## src/svid_defs.vh

```
// constants for the serial vid slave and start-up block
`ifndef SVID_DEFS_VH
`define SVID_DEFS_VH
`define SVID_ADDR_FIXED 3'h7
`define SVID_ADDR_FIXED_VAL 3'b110
`define SVID_ADDR_CORE_BIT 1
`define SVID_ADDR_AUX_BIT 0
`define SVID_DATA_PSI_BIT 7
`define SVID_VID_MAX 7'h7f
`define SVID_VID_1V50 7'h03
`define SVID_VID_0P5_ZERO 7'h00
// 12.5 mv steps from 1.55 v; boot levels as vid codes
`define SVID_VID_1V55 7'h00
`define SVID_BOOT_N00 7'h24
`define SVID_BOOT_N01 7'h2c
`define SVID_BOOT_N10 7'h34
`define SVID_BOOT_N11 7'h3c
`define SVID_BOOT_F00 7'h0c
`define SVID_BOOT_F01 7'h1c
`define SVID_BOOT_F10 7'h2c
`define SVID_BOOT_F11 7'h3c
`define SVID_RAMP_DIV 8'h0a
`define SVID_RESET_VID 7'h7f
`endif

```

## src/svid_sync.v

```verilog
// two flip-flop synchroniser for one input bit
module svid_sync (
  // clock and reset
  input wire clk,
  input wire arst_n,
  // data
  input wire din,
  output reg dout
);
  reg meta;
  always @(posedge clk or negedge arst_n) begin
    if (!arst_n) begin
      meta <= 1'b0;
      dout <= 1'b0;
    end else begin
      meta <= din;
      dout <= meta;
    end
  end
endmodule // svid_sync

```

## src/svid_ramp.v

```verilog
// reference ramp for one rail, one code step per enable
`include "svid_defs.vh"
module svid_ramp (
  // clock and reset
  input wire clk,
  input wire arst_n,
  // control
  input wire step_en,
  input wire [6:0] target,
  input wire rail_on,
  // state
  output reg [6:0] ref_code,
  output wire settled
);
  assign settled = !rail_on || (ref_code == target);
  always @(posedge clk or negedge arst_n) begin
    if (!arst_n) begin
      ref_code <= `SVID_RESET_VID;
    end else if (!rail_on) begin
      ref_code <= `SVID_RESET_VID;
    end else if (step_en && ref_code > target) begin
      ref_code <= ref_code - 7'h01;
    end else if (step_en && ref_code < target) begin
      ref_code <= ref_code + 7'h01;
    end
  end
endmodule // svid_ramp

```

## src/svid_top.v

```verilog
// serial vid slave with boot code capture and soft-start
`include "svid_defs.vh"
// Notes on behaviour
// RQ1: processor alone masters the link
// RQ2: i2c start, stop, ack framing
// RQ3: rails good only while in regulation; code clears it on lost regulation only in ST_WAIT, not in ST_RUN
// RQ4: capture clock, data at enable rise
// RQ5: soft-start both rails to boot code
// RQ6: return to boot code when power-ok drops
// RQ7: rails good, then await power-ok
// RQ8: ignore link while power-ok low
// RQ9: act on commands while power-ok high
// RQ10: decode boot code per mode table
// RQ11: start, address, write, data, stop
// RQ12: ack after address and after data
// RQ13: apply command only after stop
// RQ14: per-rail off/on keeps rails good
// RQ15: address bits 6:4 are 110, 3:2 ignored
// RQ16: bit1 core, bit0 aux, both allowed
// RQ17: data bit 7 is power-save hint
// RQ18: vid falls 12.5 mv per code
// RQ19: serial mode when type select low
// RQ20: debug mode: static pins, no commands
// RQ21: fewer phases on power-save hint
// RQ22: nack bad address or read bit
// RQ23: incomplete transaction changes nothing
module svid_top (
  // clock and reset
  input wire clk,
  input wire arst_n,
  // start-up control
  input wire enable,
  input wire type_select_line,
  input wire fixed_voltage_debug,
  input wire cpu_power_ok,
  // serial link pins
  input wire serial_vid_clock,
  input wire serial_vid_data_in,
  output reg serial_vid_data_out,
  output reg serial_vid_data_oe,
  // rail status
  input wire core_in_reg,
  input wire aux_in_reg,
  output reg rails_good_output,
  output reg serial_mode,
  output reg [1:0] boot_code,
  output reg [6:0] core_ref,
  output reg [6:0] aux_ref,
  output reg core_on,
  output reg aux_on,
  output reg power_saving_hint_n,
  output reg reduced_phases
);
  localparam ST_OFF = 3'd0;
  localparam ST_SOFT = 3'd1;
  localparam ST_WAIT = 3'd2;
  localparam ST_RUN = 3'd3;
  localparam ST_PARK = 3'd4;
  localparam BS_IDLE = 3'd0;
  localparam BS_ADDR = 3'd1;
  localparam BS_AACK = 3'd2;
  localparam BS_DATA = 3'd3;
  localparam BS_DACK = 3'd4;
  localparam BS_DONE = 3'd5;
  localparam BS_SKIP = 3'd6;

  // two-flop synchronisers, one per pin input
  wire [7:0] pin_raw;
  wire [7:0] pin_s;
  wire en_s;
  wire tsel_s;
  wire dbg_s;
  wire pok_s;
  wire scl_s;
  wire sda_s;
  wire core_ok_s;
  wire aux_ok_s;
  genvar gi;
  assign pin_raw = {aux_in_reg, core_in_reg, serial_vid_data_in, serial_vid_clock, cpu_power_ok,
    fixed_voltage_debug, type_select_line, enable};
  generate
    for (gi = 0; gi < 8; gi = gi + 1) begin : g_sync
      svid_sync u_sync (.clk(clk), .arst_n(arst_n), .din(pin_raw[gi]), .dout(pin_s[gi]));
    end
  endgenerate
  assign en_s = pin_s[0];
  assign tsel_s = pin_s[1];
  assign dbg_s = pin_s[2];
  assign pok_s = pin_s[3];
  assign scl_s = pin_s[4];
  assign sda_s = pin_s[5];
  assign core_ok_s = pin_s[6];
  assign aux_ok_s = pin_s[7];

  reg en_d;
  reg scl_d;
  reg sda_d;
  reg debug_mode;
  reg [2:0] st;
  reg [2:0] bs;
  reg [3:0] bit_cnt;
  reg [7:0] shift;
  reg [6:0] addr_hold;
  reg [7:0] data_hold;
  reg cmd_ready;
  reg [6:0] boot_vid;
  reg [6:0] core_tgt;
  reg [6:0] aux_tgt;
  reg [7:0] div_cnt;
  reg ramp_en;
  wire [6:0] core_r;
  wire [6:0] aux_r;
  wire core_set;
  wire aux_set;
  reg [6:0] next_boot_vid;

  wire en_rise = en_s && !en_d;
  wire scl_rise = scl_s && !scl_d;
  wire scl_fall = !scl_s && scl_d;
  wire start_c = scl_s && scl_d && sda_d && !sda_s; // [RQ2]
  wire stop_c = scl_s && scl_d && !sda_d && sda_s; // [RQ2]
  wire listen = serial_mode && !debug_mode && st == ST_RUN && pok_s; // [RQ8] [RQ9] [RQ20]

  // boot level from captured pins and mode
  always @* begin
    next_boot_vid = `SVID_BOOT_N00;
    case ({dbg_s, scl_s, sda_s}) // [RQ10]
      3'b000: next_boot_vid = `SVID_BOOT_N00;
      3'b001: next_boot_vid = `SVID_BOOT_N01;
      3'b010: next_boot_vid = `SVID_BOOT_N10;
      3'b011: next_boot_vid = `SVID_BOOT_N11;
      3'b100: next_boot_vid = `SVID_BOOT_F00;
      3'b101: next_boot_vid = `SVID_BOOT_F01;
      3'b110: next_boot_vid = `SVID_BOOT_F10;
      3'b111: next_boot_vid = `SVID_BOOT_F11;
      default: next_boot_vid = `SVID_BOOT_N00;
    endcase
  end

  // soft-start step enable
  always @(posedge clk or negedge arst_n) begin
    if (!arst_n) begin
      div_cnt <= 8'h00;
      ramp_en <= 1'b0;
    end else begin
      ramp_en <= (div_cnt == `SVID_RAMP_DIV - 8'h01);
      div_cnt <= (div_cnt == `SVID_RAMP_DIV - 8'h01) ? 8'h00 : div_cnt + 8'h01;
    end
  end

  svid_ramp u_core (
    .clk(clk),
    .arst_n(arst_n),
    .step_en(ramp_en),
    .target(core_tgt),
    .rail_on(core_on),
    .ref_code(core_r),
    .settled(core_set)
  ); // [RQ5] [RQ18]
  svid_ramp u_aux (
    .clk(clk),
    .arst_n(arst_n),
    .step_en(ramp_en),
    .target(aux_tgt),
    .rail_on(aux_on),
    .ref_code(aux_r),
    .settled(aux_set)
  ); // [RQ5] [RQ18]

  // byte receiver on the serial link
  always @(posedge clk or negedge arst_n) begin
    if (!arst_n) begin
      scl_d <= 1'b0;
      sda_d <= 1'b0;
      bs <= BS_IDLE;
      bit_cnt <= 4'h0;
      shift <= 8'h00;
      addr_hold <= 7'h00;
      data_hold <= 8'h00;
      cmd_ready <= 1'b0;
      serial_vid_data_out <= 1'b0;
      serial_vid_data_oe <= 1'b0;
    end else begin
      scl_d <= scl_s;
      sda_d <= sda_s;
      cmd_ready <= 1'b0;
      if (!listen) begin
        bs <= BS_IDLE; // [RQ8] [RQ23]
        serial_vid_data_oe <= 1'b0;
      end else if (start_c) begin
        bs <= BS_ADDR; // [RQ11]
        bit_cnt <= 4'h0;
        serial_vid_data_oe <= 1'b0;
      end else if (stop_c) begin
        cmd_ready <= (bs == BS_DONE); // [RQ13] [RQ23]
        bs <= BS_IDLE;
        serial_vid_data_oe <= 1'b0;
      end else begin
        case (bs)
          BS_ADDR, BS_DATA: begin
            if (scl_rise) begin
              shift <= {shift[6:0], sda_s};
              bit_cnt <= bit_cnt + 4'h1;
            end
            if (scl_fall && bit_cnt == 4'h8) begin
              bit_cnt <= 4'h0;
              if (bs == BS_DATA) begin
                data_hold <= shift;
                bs <= BS_DACK;
                serial_vid_data_out <= 1'b0;
                serial_vid_data_oe <= 1'b1; // [RQ12]
              end else if (shift[7:5] == `SVID_ADDR_FIXED_VAL && !shift[0]) begin // [RQ15] [RQ22]
                addr_hold <= shift[7:1];
                bs <= BS_AACK;
                serial_vid_data_out <= 1'b0;
                serial_vid_data_oe <= 1'b1; // [RQ12]
              end else begin
                bs <= BS_SKIP; // [RQ22]
              end
            end
          end
          BS_AACK: if (scl_fall) begin
            serial_vid_data_oe <= 1'b0;
            bs <= BS_DATA;
          end
          BS_DACK: if (scl_fall) begin
            serial_vid_data_oe <= 1'b0;
            bs <= BS_DONE;
          end
          BS_DONE: bs <= BS_DONE;
          BS_SKIP: bs <= BS_SKIP;
          default: bs <= BS_IDLE;
        endcase
      end
    end
  end

  // start-up sequence and command application
  always @(posedge clk or negedge arst_n) begin
    if (!arst_n) begin
      en_d <= 1'b0;
      st <= ST_OFF;
      serial_mode <= 1'b0;
      debug_mode <= 1'b0;
      boot_code <= 2'b00;
      boot_vid <= `SVID_RESET_VID;
      core_tgt <= `SVID_RESET_VID;
      aux_tgt <= `SVID_RESET_VID;
      core_on <= 1'b0;
      aux_on <= 1'b0;
      rails_good_output <= 1'b0;
      power_saving_hint_n <= 1'b1;
      reduced_phases <= 1'b0;
      core_ref <= `SVID_RESET_VID;
      aux_ref <= `SVID_RESET_VID;
    end else begin
      en_d <= en_s;
      core_ref <= core_r;
      aux_ref <= aux_r;
      reduced_phases <= !power_saving_hint_n; // [RQ21]
      if (!en_s) begin
        st <= ST_OFF;
        core_on <= 1'b0;
        aux_on <= 1'b0;
        rails_good_output <= 1'b0;
      end else if (en_rise) begin
        serial_mode <= !tsel_s; // [RQ19]
        debug_mode <= dbg_s;
        boot_code <= {scl_s, sda_s}; // [RQ4]
        boot_vid <= next_boot_vid;
        core_tgt <= next_boot_vid; // [RQ5]
        aux_tgt <= next_boot_vid;
        core_on <= !tsel_s;
        aux_on <= !tsel_s;
        power_saving_hint_n <= 1'b1;
        st <= tsel_s ? ST_PARK : ST_SOFT;
      end else begin
        case (st)
          ST_SOFT: if (core_set && aux_set && core_ok_s && aux_ok_s) begin
            rails_good_output <= 1'b1; // [RQ3] [RQ7]
            st <= ST_WAIT;
          end
          ST_WAIT: if (pok_s && !debug_mode) st <= ST_RUN; // [RQ7] [RQ20]
          ST_RUN: begin
            if (!pok_s) begin
              core_tgt <= boot_vid; // [RQ6]
              aux_tgt <= boot_vid;
              core_on <= 1'b1;
              aux_on <= 1'b1;
              power_saving_hint_n <= 1'b1;
              st <= ST_WAIT;
            end else if (cmd_ready) begin
              power_saving_hint_n <= data_hold[`SVID_DATA_PSI_BIT]; // [RQ17]
              if (addr_hold[`SVID_ADDR_CORE_BIT]) begin // [RQ16]
                core_tgt <= data_hold[6:0];
                core_on <= (data_hold[6:0] != `SVID_VID_MAX); // [RQ14]
              end
              if (addr_hold[`SVID_ADDR_AUX_BIT]) begin // [RQ16]
                aux_tgt <= data_hold[6:0];
                aux_on <= (data_hold[6:0] != `SVID_VID_MAX); // [RQ14]
              end
            end
          end
          ST_PARK: st <= ST_PARK;
          default: st <= ST_OFF;
        endcase
        if (st == ST_SOFT || st == ST_WAIT) begin
          if (!(core_ok_s && aux_ok_s) && st == ST_WAIT) rails_good_output <= 1'b0; // [RQ3]
        end
      end
    end
  end
endmodule // svid_top

```

## config.mk

```make
export PLATFORM = sky130hd
export DESIGN_NAME = svid_top
export DESIGN_NICKNAME = d
export VERILOG_FILES = /design/src/svid_sync.v /design/src/svid_ramp.v /design/src/svid_top.v
export VERILOG_INCLUDE_DIRS = /design/src
export SDC_FILE = /design/constraint.sdc
export NUM_CORES = 1
export LEC_CHECK = 0
export BUFFER_PORTS_ARGS = -buffer_cell sky130_fd_sc_hd__buf_2
export CAP_MARGIN = 30
export CORE_MARGIN = 3
export CORE_UTILIZATION = 40
export CTS_BUF_LIST = sky130_fd_sc_hd__clkbuf_2
export DETAILED_ROUTE_END_ITERATION = 6
export PLACE_DENSITY = 0.53
export SYNTH_ARGS = -nofsm -noshare
export SYNTH_HDL_FRONTEND = slang
export SYNTH_HIERARCHICAL = 1
export SYNTH_SLANG_ARGS = --single-unit
```

## constraint.sdc

```tcl
create_clock -name clk -period 7.7 [get_ports clk]
set_input_delay 1.155 -clock clk [delete_from_list [all_inputs] [get_ports clk]]
set_output_delay 1.155 -clock clk [all_outputs]
set_load 0.005 [all_outputs]
```

### Yosys cells after proc, flatten, opt, wreduce, memory -nomap -nowiden

Memories as Yosys holds them, arrays and structs flattened.
Index checks and enable logic that the tools add are counted.

| word-level totals | value |
|---|---|
| bits of input ports | 10 |
| memories kept | 1 |
| memory bits (read-only) | 24 |
| flip-flop bits (word level) | 117 |
| logic and storage cells | 226 |

| operators by class | value |
|---|---|
| add/sub/neg operators | 6 |
| multiplexer cells | 73 |
| bitwise operators | 3 |
| reduce and logical (&&, ||, !) cells | 58 |
| eq/ne operators | 36 |
| $lt $le $gt $ge | 4 |

Memories:

| memory | depth | bits a word | read ports | clocked after Yosys merged registers in | write ports | line | RTL |
|---|---|---|---|---|---|---|---|
| (no name shown) | 8 | 3 | 1 | 0 | 0 | svid_top.v:127 | `case ({dbg_s, scl_s, sda_s})` |

Operator list:

| kind | number |
|---|---|
| 7-bit two-way mux | 16 |
| 3-bit two-way mux | 14 |
| 1-bit two-way mux | 34 |
| 4-bit inequality test, second input constant | 6 |
| 1-bit logical AND | 23 |
| 4-bit two-way mux | 5 |
| 5-bit inequality test, second input constant | 4 |
| 4-bit AND reduction | 4 |
| 3-bit == test, second input constant | 5 |
| 3-bit case mux with 5 select lines | 1 |
| 3-bit AND reduction | 5 |
| 7-bit by 1-bit adder with 7-bit output, second input constant | 2 |
| 7-bit == test | 2 |
| 7-bit greater-than comparator | 2 |
| 7-bit less-than comparator | 2 |
| 7-bit by 1-bit subtractor with 7-bit output, second input constant | 2 |
| 3-bit by 2-bit == test with 1-bit output, second input constant | 4 |
| 1-bit logical NOT | 12 |
| 3-bit inequality test, second input constant | 4 |
| 3-bit case mux with 4 select lines | 1 |
| 6-bit AND reduction | 2 |
| 8-bit by 1-bit adder with 8-bit output, second input constant | 1 |
| 8-bit by 4-bit == test with 1-bit output, second input constant | 1 |
| 8-bit two-way mux | 1 |
| other kinds (17) | 27 |

### Logic depth before layout (Yosys ltp)

| logic depth | value |
|---|---|
| depth after elaboration | 11 |
| mapped depth | 15 |

### Hierarchy

The synthesis kept the hierarchy.

Modules (own cells, without submodules):

| module | cells an instance | instances | sequential area each (um^2) | area each (um^2) |
|---|---|---|---|---|
| svid_top | 298 | 1 | 2,118.3 | 3,661.0 |
| svid_ramp | 80 | 2 | 183.9 | 747.0 |
| svid_sync | 2 | 8 | 50.0 | 50.0 |

### Worst setup path before layout

Ideal clock, no wire load.

| path | value |
|---|---|
| kind | reg-to-reg |
| start | register aux_tgt[6] |
| end | register u_aux.ref_code[6] |
| cell stages (with the launch flop) | 15 |
| data arrival time | 2,803 ps |
| setup time | 85 ps |
| clock period less this slack | 2,888 ps |
| setup slack | 4,812 ps |
| cells stage by stage | dfstp_2 inv_1 ha_1 nand2_2 nor2_4 nand4_4 nand2_1 or2_2 inv_1 ha_1 nor2b_4 o31ai_4 a21oi_4 o31ai_1 mux2_1 |

| on the way | value |
|---|---|
| word-level cells in the longest chain between the ends | 4 |

RTL lines:

| what | line | RTL |
|---|---|---|
| start: declaration | svid_top.v:108 | `reg [6:0] aux_tgt;` |
| start signal: assignment | svid_top.v:248 | `` aux_tgt <= `SVID_RESET_VID; `` |
| start signal: assignment | svid_top.v:272 | `aux_tgt <= next_boot_vid;` |
| start signal: assignment | svid_top.v:287 | `aux_tgt <= boot_vid;` |
| 7-bit greater-than comparator | svid_ramp.v:21 | `end else if (step_en && ref_code > target) begin` |
| 1-bit logical AND | svid_ramp.v:21 |  |
| 7-bit two-way mux | svid_ramp.v:21 |  |
| 7-bit two-way mux | svid_ramp.v:19 | `end else if (!rail_on) begin` |
| end signal: assignment | svid_ramp.v:18 | `` ref_code <= `SVID_RESET_VID; `` |
| end signal: assignment | svid_ramp.v:20 | `` ref_code <= `SVID_RESET_VID; `` |
| end signal: assignment | svid_ramp.v:22 | `ref_code <= ref_code - 7'h01;` |
| end: declaration | svid_ramp.v:12 | `output reg [6:0] ref_code,` |

Several ways; a longest one is shown, not always the timed one.
A chain may end at the register's enable or synchronous reset.

### Final worst setup path

Same ends and word-level chain as after synthesis.

==> qor.txt <==
Via count -> 3497
Max incr delay on CP -> 0.56 ns
Post-route cell area -> 6150 um^2
Synth async-reset ratio -> 1.00
Clock power frac -> 0.379
Global-route wire length before repair -> 17700 um
Die area -> 15300 um^2
H-tree Lvls -> 4
Synth-to-Final Area Change -> 10.7%
Post-DP HPWL -> 7440 um
Root Driver -> clkbuf_2
DRC violations left -> 0
Final Cycle Share -> 0.406
Max Cap Violations -> 0
Hold Buf Count CTS -> 0
GRT Total Usage -> 0.153
Share of the synthesized area in the top cell type -> 0.297
Die Span Y -> 124 um
Initial DRC Count -> 177
Max clock buf depth -> 2
Starting Density -> 0.415
Final setup violation count -> 0
Number of cell rows -> 42
Worst setup SP type -> register
Rel. slew slack -> 0.416
Number of synthesized flops with an enable pin -> 0
Post-CTS Setup Bufs -> 0
Critical-path cell list -> inv_1 -> ha_1 -> nand2_2 -> o21ai_1 -> a21oi_1 -> or2_2 -> inv_1 -> ha_1 -> nor2b_4 -> o31ai_4 -> a21oi_4 -> o31ai_1 -> mux2_1
Drt total wl -> 10300 um
Final Max Slew Viols -> 0
Flop pwr share -> 0.563
Count of cell types in the netlist -> 65
Vias in the first global route -> 3489
Final worst clock skew -> 0.0278 ns
Average wire per standard cell -> 14.7 um
CP Max Fanout -> 5
CTS tree -> yes
CP max-delay cell -> dfstp_2
Pleak -> 2.79 nW
Final Total Pwr -> 0.00114 W
Initial antenna violation count -> 0
Combinational Power Share -> 0.058
Total grt overflow -> 0
Worst path arrival time -> 3.74 ns
Sw Share -> 0.244
Vias per std cell -> 4.99
RSZ-0062 raised after global routing -> no
Clk_lat worst skew -> 0.67 ns
Length of the first detailed-routing pass in iterations -> 4
Fmax -> 320 MHz
Mapped Nets -> 514
Worst slew pin tran -> 0.875 ns
Primary FF master, synth -> dfrtp_1
Synthesized area per cell -> 11.7 um^2
Worst setup path class -> register to register
Cell taking the most area after synthesis -> dfrtp_1
Status -> finished clean
P_int -> 0.000860 W
Num CTS Buffers -> 17
Delay-heaviest family, CP -> compound AO/OA/AOI/OAI gates
DRT antenna net count -> 0
Layout cells sized above 1 -> 0.316
Total negative slack -> 0 ns
Required @ worst endpoint -> 8.31 ns
PortBufs -> 32
Final min period -> 3.13 ns
Sink Count -> 113
Seq cells post-synth -> 113
Netlist Area Pre-Place -> 5560 um^2
Dominant cells by area after synthesis -> dfrtp_1, dfstp_2, ha_1
Placed inst area -> 5880 um^2
Worst Setup End Kind -> register
CP bufs+invs -> 2
Post-synthesis sequential area ratio -> 0.520
Synth Instances -> 474
Clock slew at reported path FFs -> 0.18 ns
Yosys Warn Count -> 6
Post-CTS sizing -> 0
Power density cells -> 185 nW/um^2
Final hold violation count -> 0
Peak VDD IR -> 0.0974 mV
Class of the tightest hold or removal check -> register to register
NetSw -> 0.000277 W
Largest net degree at the start of global routing -> 73
RePlAce Congestion -> 0.798
Final net count -> 552
Die W -> 124 um
Core area -> 13400 um^2
N_diodes -> 0
Io pins -> 34
==> per-stage QoR <==
stage | utilization | hold WS [ns] | setup slack [ns] | instances
after global routing | 0.459 | 0.346 | 4.32 | 701
final | 0.459 | 0.351 | 4.57 | 701
after CTS | 0.459 | 0.359 | 4.55 | 701
after global placement | 0.439 | 0.334 | 4.62 | 669
after detailed placement | 0.439 | 0.336 | 4.59 | 669
after floorplan | - | 0.331 | 4.81 | 474
==> synth_stat cells (3+ instances only) <==
cell type and number:
a21oi_1 29, and3_1 3, and4b_1 4, buf_2 4, clkbuf_1 9, dfrtp_1 66, dfstp_2 47, ha_1 28
inv_1 29, mux2_2 24, mux2_4 8, mux2i_1 7, nand2_1 44, nand2b_1 8, nand3_1 10, nand3b_1 6
nand4_4 3, nor2_1 29, nor2b_1 8, nor3_4 3, o211ai_1 11, o21a_1 4, o21ai_0 10, o21ai_1 4
xnor2_1 11, xor2_1 3
==> kinds of logic after synthesis <==
group                    synth area share
other                            0.000675
AO/OA/AOI/OAI                       0.112
XOR/XNOR                           0.0221
adder cells (fa/ha/maj)            0.0703
AND/OR/NAND/NOR                     0.158
multiplexers                       0.0869
flip-flops                          0.520
buffers and inverters              0.0306
==> worst register-to-register path: stages (launching register included) <==
cell     delay, ns
dfstp_2       0.56
inv_1         0.04
ha_1          0.30
nand2_2       0.08
o21ai_1       0.19
a21oi_1       0.10
or2_2         0.33
inv_1         0.16
ha_1          0.29
nor2b_4       0.15
o31ai_4       0.23
a21oi_4       0.08
o31ai_1       0.23
mux2_1        0.35
==> power by group through the flow <==
stage | Clock (W) | Sequential, W | Combinational [W]
6_report | 0.000431 | 0.000640 | 0.0000660
5_1_grt | 0.000481 | 0.000644 | 0.0000776
4_1_cts | 0.000450 | 0.000640 | 0.0000681
3_5_place_dp | 0 | 0.000651 | 0.0000677
3_3_place_gp | 0 | 0.000650 | 0.0000664
2_1_floorplan | 0 | 0.000640 | 0.0000451
==> worst paths after layout <==
| path | start | endpoint | slack [ns] | cells after the start |
|---|---|---|---|---|
| min in group asynchronous | arst_n | g_sync[4].u_sync/meta | 0.43 | 1 |
| worst min-delay path | g_sync[7].u_sync/meta | g_sync[7].u_sync/dout | 0.35 | 0 |
| worst max-delay path | aux_tgt[6] | u_aux/ref_code[6] | 4.57 | 13 |
| worst min register to register | g_sync[7].u_sync/meta | g_sync[7].u_sync/dout | 0.35 | 0 |
| max in group asynchronous | arst_n | div_cnt[3] | 5.98 | 2 |
| worst max register to register | aux_tgt[6] | u_aux/ref_code[6] | 4.57 | 13 |
==> flip-flops by register name, indices dropped and copies added, names as in the netlist, 2 cells and up <==
| name | cells |
|---|---|
| g_sync.u_sync/meta | 8 |
| data_hold | 8 |
| bs | 3 |
| core_tgt | 7 |
| addr_hold | 2 |
| aux_tgt | 7 |
| u_core/ref_code | 7 |
| boot_vid | 4 |
| u_aux/ref_code | 7 |
| boot_code | 2 |
| div_cnt | 8 |
| aux_ref | 7 |
| st | 3 |
| shift | 8 |
| core_ref | 7 |
| g_sync.u_sync/dout | 8 |
| bit_cnt | 4 |
==> final cells by class <==
type	count	area, um^2
tap	176	220
inverter	29	109
fill	1248	7250
sequential	113	2890
clock inverter	13	170
multi-input combinational	318	2500
clock buffer	19	95.1
timing repair buffer	33	170
==> cell usage in the layout, fill, tap and decap left out, types with 10 or more instances in the layout <==
cell type	instances
a21oi_1	29
dfrtp_1	66
nor2_1	29
ha_1	28
xnor2_1	11
nand3_1	10
dfstp_2	47
o211ai_1	11
inv_1	29
clkbuf_2	19
nand2_1	44
mux2_2	24
buf_2	31
o21ai_0	10
==> metal layers <==
layer  vias to the layer above  wire [um]  GRT usage
li1                       1743          -          -
met1                      1688       5160      0.214
met2                        58       4620      0.220
met3                         8        416     0.0486
met4                         0        112     0.0581
met5                         -          0          0
Power figures use the tool's default switching activity.
